## src/ccc_pkg.sv

```systemverilog
// package: constants and types for the converter calibration control block
package ccc_pkg;
    // ========================================================================
    // register map
    localparam logic [3:0]  ADDR_CONFIG      = 4'h0;
    localparam logic [3:0]  ADDR_CAL_ADJUST  = 4'h4;
    localparam logic [3:0]  ADDR_CAL_STATUS  = 4'hE;
    localparam int          CFG_CAL_REQ_BIT  = 15;
    localparam int          ADJ_SEQ_BIT      = 14;
    localparam int          ADJ_MODE_LSB     = 12;
    localparam logic [15:0] CONFIG_RESET     = 16'h0000;
    localparam logic [15:0] CAL_ADJUST_RESET = 16'h4000;
    localparam logic [15:0] CAL_ADJUST_MASK  = 16'h7000;
    localparam logic [1:0]  MODE_ILLEGAL     = 2'h3;
    // ========================================================================
    // timing, in sampling clock cycles
    localparam int          CAL_LOW_CYCLES   = 80;
    localparam int          CAL_HIGH_CYCLES  = 80;
    localparam int          WAIT_SHORT_CYC   = 1024;
    localparam int          WAIT_LONG_CYC    = 16384;
    localparam int          CAL_BASE_CYC     = 2000;
    localparam int          FLUSH_CYCLES     = 60;
    // ========================================================================
    // sequencer states
    typedef enum logic [2:0] {
        CCC_POR_WAIT,
        CCC_IDLE,
        CCC_RUN,
        CCC_HALT,
        CCC_FLUSH
    } ccc_state_t;
endpackage : ccc_pkg

```

## src/ccc_qualifier.sv

```systemverilog
// module: low-then-high request qualifier
`timescale 1ns/1ps
module ccc_qualifier #(
    parameter int LOW_CYC  = ccc_pkg::CAL_LOW_CYCLES,
    parameter int HIGH_CYC = ccc_pkg::CAL_HIGH_CYCLES
) (
    // clock and reset
    input  wire logic clk,
    input  wire logic rst_n,
    // request level, already synchronous
    input  wire logic req,
    // one-cycle qualified request
    output logic      fire
);
    logic [15:0] cnt_reg, cnt_next;
    logic        low_ok_reg, low_ok_next;
    logic        prev_reg, prev_next;
    logic        fire_next;

    // ========================================================================
    // counter restarts on any level change; high phase counts only after low
    always_comb begin
        cnt_next    = cnt_reg;
        low_ok_next = low_ok_reg;
        prev_next   = req;
        fire_next   = 1'b0;
        if (req != prev_reg) begin
            cnt_next = 16'h0001;
            if (req && cnt_reg < 16'(LOW_CYC)) begin
                low_ok_next = 1'b0;
            end
        end else if (cnt_reg != 16'hFFFF) begin
            cnt_next = cnt_reg + 16'h0001;
        end
        if (!req && cnt_reg >= 16'(LOW_CYC - 1)) begin
            low_ok_next = 1'b1;
        end
        if (req && low_ok_reg && prev_reg && cnt_reg == 16'(HIGH_CYC - 1)) begin
            fire_next   = 1'b1;
            low_ok_next = 1'b0;
        end
    end

    // registers; start as if the line has been high, so no stale low counts
    always_ff @(posedge clk) begin
        if (!rst_n) begin
            cnt_reg    <= 16'h0000;
            low_ok_reg <= 1'b0;
            prev_reg   <= 1'b1;
            fire       <= 1'b0;
        end else begin
            cnt_reg    <= cnt_next;
            low_ok_reg <= low_ok_next;
            prev_reg   <= prev_next;
            fire       <= fire_next;
        end
    end

    a_fire_after_high: assert property (@(posedge clk) disable iff (!rst_n)
        fire |-> $past(req) && $past(req, 2))
        else $error("request fired without high level");
endmodule : ccc_qualifier

```

## src/ccc_top.sv

```systemverilog
// module: calibration sequencing, status output and output blanking
`timescale 1ns/1ps
module ccc_top #(
    parameter int WAIT_SHORT = ccc_pkg::WAIT_SHORT_CYC,
    parameter int WAIT_LONG  = ccc_pkg::WAIT_LONG_CYC,
    parameter int CAL_BASE   = ccc_pkg::CAL_BASE_CYC
) (
    // clock and reset
    input  wire logic        clk,
    input  wire logic        rst_n,
    // pins
    input  wire logic        cal_request_pin,
    input  wire logic        power_on_delay_select,
    input  wire logic        extended_control_mode,
    input  wire logic        power_down_i_channel,
    input  wire logic        power_down_q_channel,
    // register port
    input  wire logic [3:0]  reg_addr,
    input  wire logic [15:0] reg_wdata,
    input  wire logic        reg_write,
    input  wire logic        reg_read,
    output logic      [15:0] reg_rdata,
    // status and output control
    output logic             calibration_active,
    output logic             data_valid,
    output logic             output_blank,
    output logic             output_data_clock,
    output logic [1:0]       cal_sequence_mode,
    output logic             cal_full_sequence
);
    logic [1:0]  req_sync, dly_sync, pdi_sync, pdq_sync, ecm_sync;
    logic        req_any, qual_fire, both_down;
    logic        dly_prev_reg;
    logic        skip_reg, skip_next;
    logic [15:0] cfg_reg, cfg_next, adj_reg, adj_next, rdata_next;
    logic [15:0] cnt_reg, cnt_next;
    logic [15:0] cal_len;
    ccc_pkg::ccc_state_t state_reg, state_next;
    logic        active_next, valid_next, clk_next;

    // ========================================================================
    // two-flop synchronisers for every pin
    always_ff @(posedge clk) begin
        if (!rst_n) begin
            req_sync <= 2'h0;
            dly_sync <= 2'h0;
            pdi_sync <= 2'h0;
            pdq_sync <= 2'h0;
            ecm_sync <= 2'h0;
        end else begin
            req_sync <= {req_sync[0], cal_request_pin};
            dly_sync <= {dly_sync[0], power_on_delay_select};
            pdi_sync <= {pdi_sync[0], power_down_i_channel};
            pdq_sync <= {pdq_sync[0], power_down_q_channel};
            ecm_sync <= {ecm_sync[0], extended_control_mode};
        end
    end

    // bit only counts in extended mode
    assign req_any   = req_sync[1] | (ecm_sync[1] & cfg_reg[ccc_pkg::CFG_CAL_REQ_BIT]);
    assign both_down = pdi_sync[1] & pdq_sync[1];

    ccc_qualifier u_qual (
        .clk   (clk),
        .rst_n (rst_n),
        .req   (req_any),
        .fire  (qual_fire)
    );

    // calibration length from mode; illegal mode treated as the default
    always_comb begin
        unique case (adj_reg[ccc_pkg::ADJ_MODE_LSB +: 2])
            2'h1:    cal_len = 16'(CAL_BASE / 2);
            2'h2:    cal_len = 16'(CAL_BASE / 4);
            default: cal_len = 16'(CAL_BASE);
        endcase
    end

    // ========================================================================
    // register file; accesses during calibration still land, user must avoid
    always_comb begin
        cfg_next   = cfg_reg;
        adj_next   = adj_reg;
        rdata_next = 16'h0000;
        if (reg_write && reg_addr == ccc_pkg::ADDR_CONFIG) begin
            cfg_next = reg_wdata;
        end
        if (reg_write && reg_addr == ccc_pkg::ADDR_CAL_ADJUST) begin
            adj_next = reg_wdata & ccc_pkg::CAL_ADJUST_MASK;
            if (reg_wdata[ccc_pkg::ADJ_MODE_LSB +: 2] == ccc_pkg::MODE_ILLEGAL) begin
                adj_next[ccc_pkg::ADJ_MODE_LSB +: 2] = adj_reg[ccc_pkg::ADJ_MODE_LSB +: 2];
            end
        end
        if (reg_read) begin
            unique case (reg_addr)
                ccc_pkg::ADDR_CONFIG:     rdata_next = cfg_reg;
                ccc_pkg::ADDR_CAL_ADJUST: rdata_next = adj_reg;
                ccc_pkg::ADDR_CAL_STATUS: rdata_next = {13'h0000, skip_reg,
                                                        data_valid, calibration_active};
                default:                  rdata_next = 16'h0000;
            endcase
        end
    end

    // ========================================================================
    // sequencer: one run state serves every trigger
    always_comb begin
        state_next  = state_reg;
        cnt_next    = cnt_reg;
        skip_next   = skip_reg;
        unique case (state_reg)
            ccc_pkg::CCC_POR_WAIT: begin
                cnt_next = cnt_reg + 16'h0001;
                if (req_sync[1]) begin
                    skip_next  = 1'b1;
                    state_next = ccc_pkg::CCC_IDLE;
                    cnt_next   = 16'h0000;
                end else if (cnt_reg >= 16'(dly_sync[1] ? WAIT_LONG - 1 : WAIT_SHORT - 1)) begin
                    state_next = ccc_pkg::CCC_RUN;
                    cnt_next   = 16'h0000;
                end
            end
            ccc_pkg::CCC_IDLE: begin
                if (qual_fire) begin
                    state_next = ccc_pkg::CCC_RUN;
                    skip_next  = 1'b0;
                    cnt_next   = 16'h0000;
                end else if (dly_sync[1] != dly_prev_reg && !req_any) begin
                    state_next = ccc_pkg::CCC_RUN;
                    skip_next  = 1'b0; // a finished run makes data valid again
                    cnt_next   = 16'h0000;
                end
            end
            ccc_pkg::CCC_RUN: begin
                cnt_next    = cnt_reg + 16'h0001;
                if (both_down) begin
                    state_next = ccc_pkg::CCC_HALT;
                    cnt_next   = cnt_reg;
                end else if (cnt_reg >= cal_len - 16'h0001) begin
                    state_next  = ccc_pkg::CCC_FLUSH;
                    cnt_next    = 16'h0000;
                end
            end
            ccc_pkg::CCC_HALT: begin
                if (!both_down) begin
                    state_next = ccc_pkg::CCC_RUN;
                end
            end
            ccc_pkg::CCC_FLUSH: begin
                cnt_next = cnt_reg + 16'h0001;
                if (cnt_reg >= 16'(ccc_pkg::FLUSH_CYCLES - 1)) begin
                    state_next = ccc_pkg::CCC_IDLE;
                    cnt_next   = 16'h0000;
                end
            end
        endcase
        // status and valid follow the next state, so no run cycle shows idle
        active_next = state_next == ccc_pkg::CCC_RUN
                   || state_next == ccc_pkg::CCC_HALT;
        valid_next  = state_next == ccc_pkg::CCC_IDLE && !skip_next;
    end

    // data clock toggles in every state so capture logic keeps its lock
    assign clk_next = !output_data_clock;

    always_ff @(posedge clk) begin
        if (!rst_n) begin
            state_reg          <= ccc_pkg::CCC_POR_WAIT;
            cnt_reg            <= 16'h0000;
            skip_reg           <= 1'b0;
            dly_prev_reg       <= 1'b0;
            cfg_reg            <= ccc_pkg::CONFIG_RESET;
            adj_reg            <= ccc_pkg::CAL_ADJUST_RESET;
            reg_rdata          <= 16'h0000;
            calibration_active <= 1'b0;
            data_valid         <= 1'b0;
            output_blank       <= 1'b1;
            output_data_clock  <= 1'b0;
            cal_sequence_mode  <= 2'h0;
            cal_full_sequence  <= 1'b1;
        end else begin
            state_reg          <= state_next;
            cnt_reg            <= cnt_next;
            skip_reg           <= skip_next;
            dly_prev_reg       <= dly_sync[1];
            cfg_reg            <= cfg_next;
            adj_reg            <= adj_next;
            reg_rdata          <= rdata_next;
            calibration_active <= active_next;
            data_valid         <= valid_next;
            output_blank       <= !valid_next;
            output_data_clock  <= clk_next;
            cal_sequence_mode  <= adj_reg[ccc_pkg::ADJ_MODE_LSB +: 2];
            cal_full_sequence  <= adj_reg[ccc_pkg::ADJ_SEQ_BIT];
        end
    end

    // ========================================================================
    a_active_blank: assert property (@(posedge clk) disable iff (!rst_n)
        calibration_active |-> output_blank)
        else $error("outputs not blanked during calibration");
    a_output_data_clock_toggles: assert property (@(posedge clk) disable iff (!rst_n)
        $past(rst_n) |-> output_data_clock != $past(output_data_clock))
        else $error("data clock stopped");
    a_flush_gap: assert property (@(posedge clk) disable iff (!rst_n)
        $fell(calibration_active) |-> !data_valid [*8])
        else $error("data valid too soon after calibration");
    a_halt_holds: assert property (@(posedge clk) disable iff (!rst_n)
        state_reg == ccc_pkg::CCC_HALT |-> calibration_active)
        else $error("status dropped while halted");
    a_run_status: assert property (@(posedge clk) disable iff (!rst_n)
        state_reg == ccc_pkg::CCC_RUN && $past(state_reg) == ccc_pkg::CCC_RUN
        |-> calibration_active)
        else $error("status low while running");
    a_skip_idle: assert property (@(posedge clk) disable iff (!rst_n)
        $rose(skip_reg) |-> state_reg == ccc_pkg::CCC_IDLE)
        else $error("skip did not go idle");
    a_fire_starts: assert property (@(posedge clk) disable iff (!rst_n)
        qual_fire && state_reg == ccc_pkg::CCC_IDLE |=> state_reg == ccc_pkg::CCC_RUN)
        else $error("qualified request ignored");
    a_mode_legal: assert property (@(posedge clk) disable iff (!rst_n)
        adj_reg[ccc_pkg::ADJ_MODE_LSB +: 2] != ccc_pkg::MODE_ILLEGAL)
        else $error("illegal calibration mode stored");
endmodule : ccc_top

```

## config.mk

```make
export PLATFORM = sky130hd
export DESIGN_NAME = ccc_top
export DESIGN_NICKNAME = d
export VERILOG_FILES = /design/src/ccc_pkg.sv /design/src/ccc_qualifier.sv /design/src/ccc_top.sv
export SDC_FILE = /design/constraint.sdc
export NUM_CORES = 1
export LEC_CHECK = 0
export ABC_AREA = 1
export ABC_CLOCK_PERIOD_IN_PS = 3660
export BUFFER_PORTS_ARGS = -buffer_cell sky130_fd_sc_hd__buf_4
export CORE_MARGIN = 2
export CORE_UTILIZATION = 29
export CTS_CLUSTER_SIZE = 8
export DETAILED_ROUTE_END_ITERATION = 10
export GPL_ROUTABILITY_DRIVEN = 0
export SETUP_SLACK_MARGIN = 0.4
export SYNTH_ARGS = -nofsm -noshare
export SYNTH_HDL_FRONTEND = slang
export SYNTH_SLANG_ARGS = --single-unit
```

## constraint.sdc

```tcl
create_clock -name clk -period 3.66 [get_ports clk]
set_clock_uncertainty 0.1 [all_clocks]
set_input_delay 0.549 -clock clk [delete_from_list [all_inputs] [get_ports clk]]
set_output_delay 0.549 -clock clk [all_outputs]
set_load 0.05 [all_outputs]
```

==> flow_summary_export.csv, run 1 <==
group,metric,value,unit
status,status,"finished clean",
placement,post-place-cells,844,
synth,async_flop_share,0,%
global_route,antenna_found_initial,0,
detailed_routing,drc,0,
critical_path,critical_path_class,"reg -> reg",
critical_path,r2r-start,"adj_reg[12]$_SDFFE_PN0P_",
power,power,2420,uW
detailed_routing,via_per_inst,4.52,
placement,pre_cts_ws,1.35,ns
critical_path,path_cells,"inv_1 -> ha_1 -> inv_1 -> ha_1 -> a21oi_1 -> nor3b_2 -> nand3_1 -> nand2_2 -> nand4_1 -> a21oi_1",
critical_path,reg2reg_slack,1.33,ns
power,swShare,31.4,%
critical_path,critPathBufInv,2,
detailed_routing,num_vias,3884,
hold_path,hold_class,"in -> reg",
critical_path,cp_top_family,"simple AND/OR/NAND/NOR gates",
clock_tree,htreeDepth,3,
critical_path,crit_fanout,12,
placement,dp_hpwl,7.15,mm
synth,synth.net_count,662,
critical_path,startpoint_type,"flop",
layout,diodes,0,
layout,fillers,1589,
timing,report.final.slew_viol_count,0,
clock_tree,clk_pin_slew,0.07,ns
timing,setup_violations,0,
synth,yosys_warnings,0,
power,p_sw,759,uW
timing,worst_pin_slew,0.776,ns
timing,fin_ws,1.33,ns
synth,yosysSeqAreaShare,41.5,%
power,p_leak,0.00246,uW
floorplanning,start_util,29.4,%
layout,fin_area,5280,um2
synth,netlist_area,4430,um2
floorplanning,die_w,128,um
placement,placed_cell_area,4990,um2
detailed_routing,first_pass_iters,5,
floorplanning,io-pin-count,52,
timing,fin_crit_sh,63.5,%
hold_path,worstHoldPathCells,3,
hold_path,min_to,"req_sync[0]$_SDFF_PN0_",
detailed_routing,wl_per_cell,11.4,um
hold_path,worstHoldStart,"cal_request_pin",
synth,avgSynthCellArea,7.18,um2
clock_tree,cts_setup_buffers,0,
power,seqPwrFrac,45.0,%
power,pwr-share-clk,37.0,%
layout,seqCellArea,1840,um2
global_route,grt_pass1_vias,3694,
global_route,grt_overflow,0,
global_route,grt_pass1_wl,17.1,mm
power,p_int,1660,uW
timing,max_freq,430,MHz
synth,synth_flop_cell,"dfxtp_1",
clock_tree,cts_tree,"done",
timing,grt_setup_unrepaired,"false",
layout,mostFrequentLayoutCells,"141 x nand2_1, 101 x inv_1, 92 x dfxtp_1",
critical_path,crit_arrival,2.50,ns
synth,synth-seq-cells,92,
job,cap_violations,0,
synth,ys_types,38,
timing,relSlewSlack,48.1,%
floorplanning,dieArea,16300,um2
critical_path,critical-path-slowest-cell,"dfxtp_1",
timing,tns,0,ns
layout,area_growth,19.1,%
clock_tree,cts_root_buf,"clkbuf_16",
floorplanning,fp.dieH,128,um
floorplanning,rows,45,
critical_path,max_stage_delay,0.37,ns
critical_path,end_kind,"flop",
layout,multiInputGateArea,2110,um2
clock_tree,post_cts_resized,0,
clock_tree,cts_max_path_buffers,2,
clock_tree,cts_hold_buf,0,
clock_tree,cts_buffers,9,
power,ir_worst_vdd,0.271,mV
clock_tree,clock_latency,0.34,ns
synth,synth_cells,618,
floorplanning,core-area,15100,um2
global_route,grt_max_degree,33,
detailed_routing,ant_nets,0,
synth,synth-edff-count,0,
power,power_density,458,nW/um2
placement,numPortBuffers,51,
power,pwr-share-comb,18.0,%
critical_path,r2r_end,"cnt_reg[8]$_SDFFE_PN0P_",
clock_tree,cts_sinks,92,
critical_path,r2r_cells,10,
layout,layout-drive-gt1-share,14.6,%
detailed_routing,drtIter0Drc,209,
critical_path,required,3.84,ns
timing,fin_crit,2.33,ns
layout,layout_commonest_cell,"nand2_1",
layout,finalNonFillerCells,860,
timing,finalHoldViolCount,0,
detailed_routing,totalWireLength,9.80,mm
layout,layout.nets,711,
global_route,gr-usage-all-layers,12.8,%
layout make-up:
cell class / instances / share of cell area [%]
clock buffer: 9 / 4.26
clock inverter: 7 / 1.33
multi-input combinational: 403 / 39.9
tap: 188 / 4.45
timing repair buffer: 53 / 7.53
inverter: 108 / 7.70
sequential: 92 / 34.9
cell families after synthesis:
kind of cell | count (synthesis) | share of synthesized area, %
simple gates | 284 | 29.9
buf+inv | 123 | 11.0
flops | 92 | 41.5
compound gates | 91 | 10.8
fa+ha+maj | 15 | 4.23
xor+xnor | 13 | 2.57
per-stage QoR:
stage / hold slack (ns) / utilization [%]
final: 0.288 / 35.0
after global routing: 0.284 / 35.0
after CTS: 0.272 / 35.0
after detailed placement: 0.295 / 33.1
after global placement: 0.292 / 33.1
after floorplan: 0.290 / -
cell usage after synthesis (all sizes together), types with 3 or more instances:
library cell,count,area (um2)
nand4,21,131
nand3,35,198
a211oi,4,30.0
xor2,12,105
o211ai,3,22.5
ha,15,188
dfxtp,92,1840
clkbuf,8,30.0
o21ai,30,150
nor2,56,251
nand2,146,561
inv,106,398
nor3,19,128
buf,7,50.1
a21oi,52,264
nor4,3,25.0
power by group through the flow:
stage / logic [uW] / registers [uW] / clock network [uW]
4_1_cts: 438 / 1090 / 929
3_3_place_gp: 439 / 1110 / 0
6_report: 436 / 1090 / 896
3_5_place_dp: 437 / 1110 / 0
5_1_grt: 479 / 1100 / 969
2_1_floorplan: 285 / 1160 / 0
per-layer routing:
layer	track usage (%)	wire length (um)
met4	3.88	121
met3	2.84	286
met5	0	0
met1	16.5	4780
met2	21.5	4610
tightest hold or removal path: stages:
cell and delay (ns):
buf_4 0.07, nand2_1 0.04, inv_1 0.04
worst max-delay path by stage:
| stage | startpoint | end | slack, ns | depth (start not counted) |
|---|---|---|---|---|
| 2_1_floorplan | adj_reg[12]$_SDFFE_PN0P_ | cnt_reg[3]$_SDFFE_PN0P_ | 1.64 | 11 |
| 3_3_place_gp | adj_reg[12]$_SDFFE_PN0P_ | cnt_reg[2]$_SDFFE_PN0P_ | 1.46 | 10 |
| 3_5_place_dp | adj_reg[12]$_SDFFE_PN0P_ | cnt_reg[5]$_SDFFE_PN0P_ | 1.35 | 10 |
| 4_1_cts | adj_reg[12]$_SDFFE_PN0P_ | cnt_reg[8]$_SDFFE_PN0P_ | 1.33 | 10 |
| 5_1_grt | adj_reg[12]$_SDFFE_PN0P_ | cnt_reg[6]$_SDFFE_PN0P_ | 1.11 | 10 |
| 6_report | adj_reg[12]$_SDFFE_PN0P_ | cnt_reg[8]$_SDFFE_PN0P_ | 1.33 | 10 |
Note: power is estimated with default switching activity, not from simulation.
==> run 2: changes to the inputs <==
Settings changed: ABC_CLOCK_PERIOD_IN_PS 3660 to 1900.
Clock period 3.66 ns to 1.9 ns, I/O delays scaled along.
==> run 2 against run 1 <==
Effect of this change: the run now ends with setup timing left; flip-flop and latch count did not move; non-clock buffer count up 43; critical endpoint unchanged; combinational power increased by 140%; final cell count up 5.2%; sequential power increased by 94%; largest power group unchanged; power rose by 100%; utilization increased by 5.5 points; global-route usage rose by 0.49 points; critical path type unchanged.
==> flow_summary_export.csv, run 2 (same netlist as run 1, synthesis figures left out) <==
group,metric,value,unit
detailed_routing,totalWireLength,10.9,mm
global_route,grt_max_degree,27,
floorplanning,start_util,29.4,%
critical_path,critical_path_class,"reg -> reg",
detailed_routing,via_per_inst,4.53,
clock_tree,cts_buffers,9,
global_route,gr-usage-all-layers,13.3,%
timing,whs,0.0268,ns
critical_path,end_kind,"flop",
clock_tree,clock_latency,0.35,ns
hold_path,hold_class,"in -> reg",
clock_tree,cts_sinks,92,
layout,layout.nets,756,
global_route,grt_pass1_vias,3823,
timing,grt_setup_unrepaired,"true",
layout,area_growth,38.0,%
detailed_routing,drc,0,
clock_tree,cts_root_buf,"clkbuf_16",
job,cap_violations,0,
critical_path,critical-path-slowest-cell,"dfxtp_2",
timing,relSlewSlack,61.4,%
critical_path,path_common_cell,"ha_4",
floorplanning,rows,45,
layout,fillers,1559,
power,pwr-share-comb,21.7,%
power,ir_worst_vdd,0.508,mV
power,seqPwrFrac,43.3,%
floorplanning,fp.dieH,128,um
status,status,"finished with violations",
power,p_int,3340,uW
floorplanning,core-area,15100,um2
timing,setup_violations,16,
timing,fin_crit,2.04,ns
clock_tree,htreeDepth,3,
global_route,antenna_found_initial,0,
placement,placed_cell_area,5330,um2
critical_path,max_stage_delay,0.33,ns
layout,layout_commonest_cell,"nand2_1",
global_route,grt_pass1_wl,17.6,mm
critical_path,required,2.08,ns
timing,max_freq,491,MHz
critical_path,crit_arrival,2.21,ns
critical_path,crit_fanout,6,
layout,layout-drive-gt1-share,32.6,%
clock_tree,cts_tree,"done",
detailed_routing,first_pass_iters,4,
clock_tree,cts_max_path_buffers,2,
detailed_routing,ant_nets,0,
power,p_leak,0.00280,uW
timing,finalHoldViolCount,0,
power,power_density,801,nW/um2
status,violations,"setup timing",
timing,report.final.slew_viol_count,0,
critical_path,startpoint_type,"flop",
layout,fin_area,6120,um2
timing,fin_crit_sh,107,%
floorplanning,die_w,128,um
timing,worst_pin_slew,0.574,ns
layout,diodes,0,
layout,seqCellArea,1880,um2
power,pwr-share-clk,35.0,%
detailed_routing,drtIter0Drc,123,
placement,numPortBuffers,51,
detailed_routing,wl_per_cell,12.0,um
global_route,grt_overflow,0,
clock_tree,clk_pin_slew,0.07,ns
timing,fin_ws,-0.136,ns
floorplanning,dieArea,16300,um2
critical_path,path_cells,"inv_2 -> ha_4 -> inv_4 -> ha_4 -> a21oi_2 -> nor3b_4 -> nand3_4 -> nand2_2 -> nand4_1 -> a21oi_1",
layout,multiInputGateArea,2510,um2
floorplanning,io-pin-count,52,
placement,dp_hpwl,7.63,mm
power,p_sw,1560,uW
detailed_routing,num_vias,4101,
layout,mostFrequentLayoutCells,"125 x nand2_1, 90 x inv_1, 88 x buf_4",
power,swShare,31.9,%
==> run 2: cell count changes in the layout (fill, tap and decap cells not counted), moves of 8 or more <==
cell and change:
nand2_2 +12, dfxtp_2 +16, o21ai_0 -8, nand2_1 -16, inv_1 -11, nor2_1 -8
dfxtp_1 -20, nand3_1 -10, buf_4 +35
==> run 2: repair_timing <==
item / in CTS / in global routing
gates resized for setup: 31 / 80
hold buffers: 0 / 0
endpoints found under the setup margin: 34 / 39
setup buffers: 11 / 5
gates cloned: 0 / 2
pin swaps: 17 / 19
==> run 2: path summary, 6_finish.rpt <==
kind | start | endpoint | slack [ns] | depth (start not counted)
setup / recovery | adj_reg[12]$_SDFFE_PN0P_ | cnt_reg[8]$_SDFFE_PN0P_ | -0.14 | 10
hold reg to reg | pdi_sync[0]$_SDFF_PN0_ | pdi_sync[1]$_SDFF_PN0_ | 0.31 | 2
setup reg to reg | adj_reg[12]$_SDFFE_PN0P_ | cnt_reg[8]$_SDFFE_PN0P_ | -0.14 | 10
hold / removal | power_down_i_channel | pdi_sync[0]$_SDFF_PN0_ | 0.03 | 3
==> run 2: power by group through the flow <==
| stage | Sequential (uW) | Combinational, uW | Clock [uW] |
|---|---|---|---|
| floorplan | 2240 | 563 | 0 |
| global placement | 2150 | 885 | 0 |
| detailed placement | 2150 | 896 | 0 |
| CTS | 2120 | 949 | 1780 |
| global route | 2140 | 1180 | 1850 |
| finish | 2120 | 1060 | 1720 |
==> run 2: metrics by stage <==
step           total power (uW)  TNS, ns  worst slack (ns)  cells  util [%]
2_1_floorplan              2800        0           0.00915    618         -
3_3_place_gp               3040   -0.671           -0.0734    871      35.3
3_5_place_dp               3050    -1.60            -0.152    871      35.3
4_1_cts                    4840   -0.624           -0.0656    898      38.6
5_1_grt                    5160    -3.67            -0.264    905      40.5
6_report                   4900    -1.49            -0.136    905      40.5
==> run 2: cell type report <==
type	instances	share of cell area (%)
Multi-Input combinational cell	404	41.1
Sequential cell	92	30.7
Timing Repair Buffer	96	12.6
Inverter	108	6.95
Clock buffer	11	3.97
Tap cell	188	3.84
Clock inverter	5	0.695
Timing Repair inverter	1	0.184
==> run 2: worst max-delay path, delay by kind of cell (launching register included) <==
family,cells,cell delay [ns]
adders and majority gates,2,0.51
AOI/OAI and AO/OA,2,0.26
buffers and inverters,2,0.10
DFF,1,0.33
and+or+nand+nor,4,0.65
==> run 2: per-layer routing <==
layer,share of wire [%],track usage (%)
met1,46,16.6
met3,3.0,2.71
met2,50,22.6
met5,0,0
met4,1.1,5.04
==> run 3: changes to the inputs <==
Settings changed: ABC_AREA 1 to unset, GPL_TIMING_DRIVEN set to 0, SLEW_MARGIN set to 20.
==> run 3 against run 2 <==
Effect of this change: power down 7.8%; routed wire length shrank 3.1%; sequential share of layout area increased by 1.3 points; the run still ends with setup timing left; clock-buffer cell count decreased by 1; clock power increased by 12%; utilization up 2.0 points.
==> flow_summary_export.csv, run 3 <==
group,metric,value,unit
synth,synth_most_common_cell,"dfxtp_1",
critical_path,startpoint_type,"flop",
detailed_routing,drtIter0Drc,144,
power,p_int,3360,uW
clock_tree,cts_buffers,9,
detailed_routing,first_pass_iters,4,
synth,synth_commonest_cells,"92 x dfxtp_1, 60 x nand2_1, 41 x nor2_1",
detailed_routing,via_per_inst,5.02,
synth,synth_top_cell_area_share,45.5,%
job,cap_violations,0,
floorplanning,die_w,122,um
critical_path,max_stage_delay,0.36,ns
critical_path,crit_arrival,2.88,ns
timing,setup_violations,23,
power,swShare,25.6,%
layout,layout.nets,605,
floorplanning,dieArea,14900,um2
global_route,grt_overflow,0,
critical_path,critical_path_class,"reg -> reg",
power,seqPwrFrac,44.6,%
floorplanning,start_util,29.4,%
status,status,"finished with violations",
layout,mostFrequentLayoutCells,"76 x dfxtp_1, 75 x buf_4, 57 x nand2_1",
synth,synth_cells,467,
layout,fillers,1367,
power,pwr-share-clk,42.8,%
timing,fin_crit,2.70,ns
synth,synth-edff-count,0,
timing,fin_ws,-0.801,ns
global_route,antenna_found_initial,1,
timing,grt_setup_unrepaired,"true",
hold_path,hold_class,"in -> reg",
timing,fin_crit_sh,142,%
clock_tree,clk_pin_slew,0.07,ns
layout,area_growth,44.8,%
synth,synth.net_count,511,
floorplanning,rows,43,
synth,yosys-top-cells-area,"dfxtp_1 46%, nand2_1 5.6%, ha_1 4.6%, and2_1 4.0%, a21oi_1 4.0%",
power,p_sw,1160,uW
clock_tree,cts_root_buf,"clkbuf_16",
global_route,grt_use_met1,18.1,%
layout,layout_commonest_cell,"dfxtp_1",
placement,post-place-cells,696,
critical_path,end_kind,"flop",
critical_path,crit_fanout,6,
layout,final_util,42.6,%
clock_tree,clock_latency,0.35,ns
critical_path,required,2.08,ns
critical_path,path_cells,"inv_4 -> ha_4 -> inv_4 -> ha_4 -> a2111o_1 -> a41oi_2 -> and3b_4 -> nor4_4 -> buf_6 -> nand2b_4 -> clkbuf_16 -> o22ai_2",
global_route,gr-usage-all-layers,14.2,%
clock_tree,cts_max_path_buffers,2,
layout,diodes,0,
synth,netlist_area,4050,um2
timing,finalHoldViolCount,0,
clock_tree,cts_sinks,92,
placement,dp_hpwl,7.18,mm
placement,pre_cts_ws,-0.991,ns
power,p_leak,0.00230,uW
floorplanning,fp.dieH,122,um
detailed_routing,ant_nets,0,
global_route,busiest_layer,"met2",
detailed_routing,wl_per_cell,14.1,um
synth,async_flop_share,0,%
power,ir_worst_vdd,0.489,mV
critical_path,critical-path-slowest-cell,"dfxtp_4",
clock_tree,cts_hold_buf,0,
timing,worst_pin_slew,0.541,ns
floorplanning,io-pin-count,52,
global_route,grt_pass1_vias,3531,
detailed_routing,drc,0,
layout,layout-drive-gt1-share,37.1,%
synth,ys_types,62,
global_route,grt_max_degree,18,
timing,relSlewSlack,63.9,%
synth,yosys.area.top_type,"dfxtp_1",
power,pwr-share-comb,12.6,%
clock_tree,htreeDepth,3,
global_route,grt_util_met3,2.20,%
clock_tree,cts_tree,"done",
global_route,grt_pass1_wl,16.7,mm
status,violations,"setup timing",
global_route,grt_use_met2,23.4,%
placement,numPortBuffers,49,
synth,synth-seq-cells,92,
timing,report.final.slew_viol_count,0,
synth,synth_flop_cell,"dfxtp_1",
detailed_routing,num_vias,3748,
layout,finalNonFillerCells,746,
timing,max_freq,370,MHz
synth,yosysSeqAreaShare,45.5,%
detailed_routing,totalWireLength,10.5,mm
floorplanning,core-area,13800,um2
synth,yosys_warnings,0,
power,power_density,771,nW/um2
synth,avgSynthCellArea,8.67,um2
-- run 3: final cells by class --
| type | instances | area [um2] | area share (%) |
|---|---|---|---|
| Buffer | 22 | 184 | 3.14 |
| Tap cell | 180 | 225 | 3.84 |
| Sequential cell | 92 | 1870 | 32.0 |
| Clock buffer | 10 | 250 | 4.27 |
| Timing Repair Buffer | 83 | 674 | 11.5 |
| Inverter | 19 | 78.8 | 1.35 |
| Clock inverter | 6 | 76.3 | 1.30 |
| Multi-Input combinational cell | 334 | 2500 | 42.6 |
-- run 3: critical path: cells and delay by family, from the launching register on --
| kind | cells | cell delay, ns |
|---|---|---|
| AO/OA/AOI/OAI | 3 | 0.68 |
| AND/OR/NAND/NOR | 3 | 0.56 |
| adder cells (fa/ha/maj) | 2 | 0.49 |
| buffers and inverters | 4 | 0.43 |
| flip-flops | 1 | 0.36 |
-- run 3: path summary, 6_finish.rpt --
kind                                                   start                           end  slack [ns]  cells past startpoint
worst min-delay path                   power_on_delay_select        dly_sync[0]$_SDFF_PN0_        0.05                      2
worst max register to register      adj_reg[12]$_SDFFE_PN0P_       cnt_reg[9]$_SDFFE_PN0P_       -0.80                     12
worst min register to register  output_data_clock$_SDFF_PN0_  output_data_clock$_SDFF_PN0_        0.31                      1
worst max-delay path                adj_reg[12]$_SDFFE_PN0P_       cnt_reg[9]$_SDFFE_PN0P_       -0.80                     12
-- run 3: cell families after synthesis --
kind of cell,after synthesis,synth area share (%)
AND/OR/NAND/NOR,217,27.7
flip-flops,92,45.5
AO/OA/AOI/OAI,87,14.0
buffers and inverters,41,4.73
adder cells (fa/ha/maj),15,4.64
XOR/XNOR,10,2.16
multiplexers,5,1.24
-- run 3: power by group through the flow --
stage | clock network, uW | logic [uW] | registers (uW)
after floorplan | 0 | 260 | 2090
after global placement | 0 | 439 | 2060
after detailed placement | 0 | 447 | 2060
after CTS | 1980 | 511 | 2010
after global routing | 2080 | 624 | 2020
final | 1930 | 570 | 2010
-- run 3: layer usage --
metal | share of wire (%) | vias to the layer above | routed length (um)
met5 | 0.12 | - | 13
met4 | 2.1 | 2 | 225
met3 | 4.6 | 17 | 488
met2 | 48 | 98 | 5020
met1 | 45 | 1781 | 4790
li1 | - | 1850 | -
-- run 3: metrics by stage --
step	TNS [ns]	hold slack (ns)	total power, uW	area, um2
2_1_floorplan	-9.92	0.310	2350	4320
3_3_place_gp	-16.47	0.305	2500	4920
3_5_place_dp	-16.92	0.307	2510	4920
4_1_cts	-13.84	0.0419	4500	5640
5_1_grt	-16.70	0.0473	4720	5860
6_report	-13.41	0.0481	4520	5860
-- run 3: repair_timing --
action,4_1_cts,5_1_grt
endpoints found under the setup margin,40,41
gates cloned,0,1
pin swaps,22,20
buffers inserted,27,6
gates resized for setup,44,38
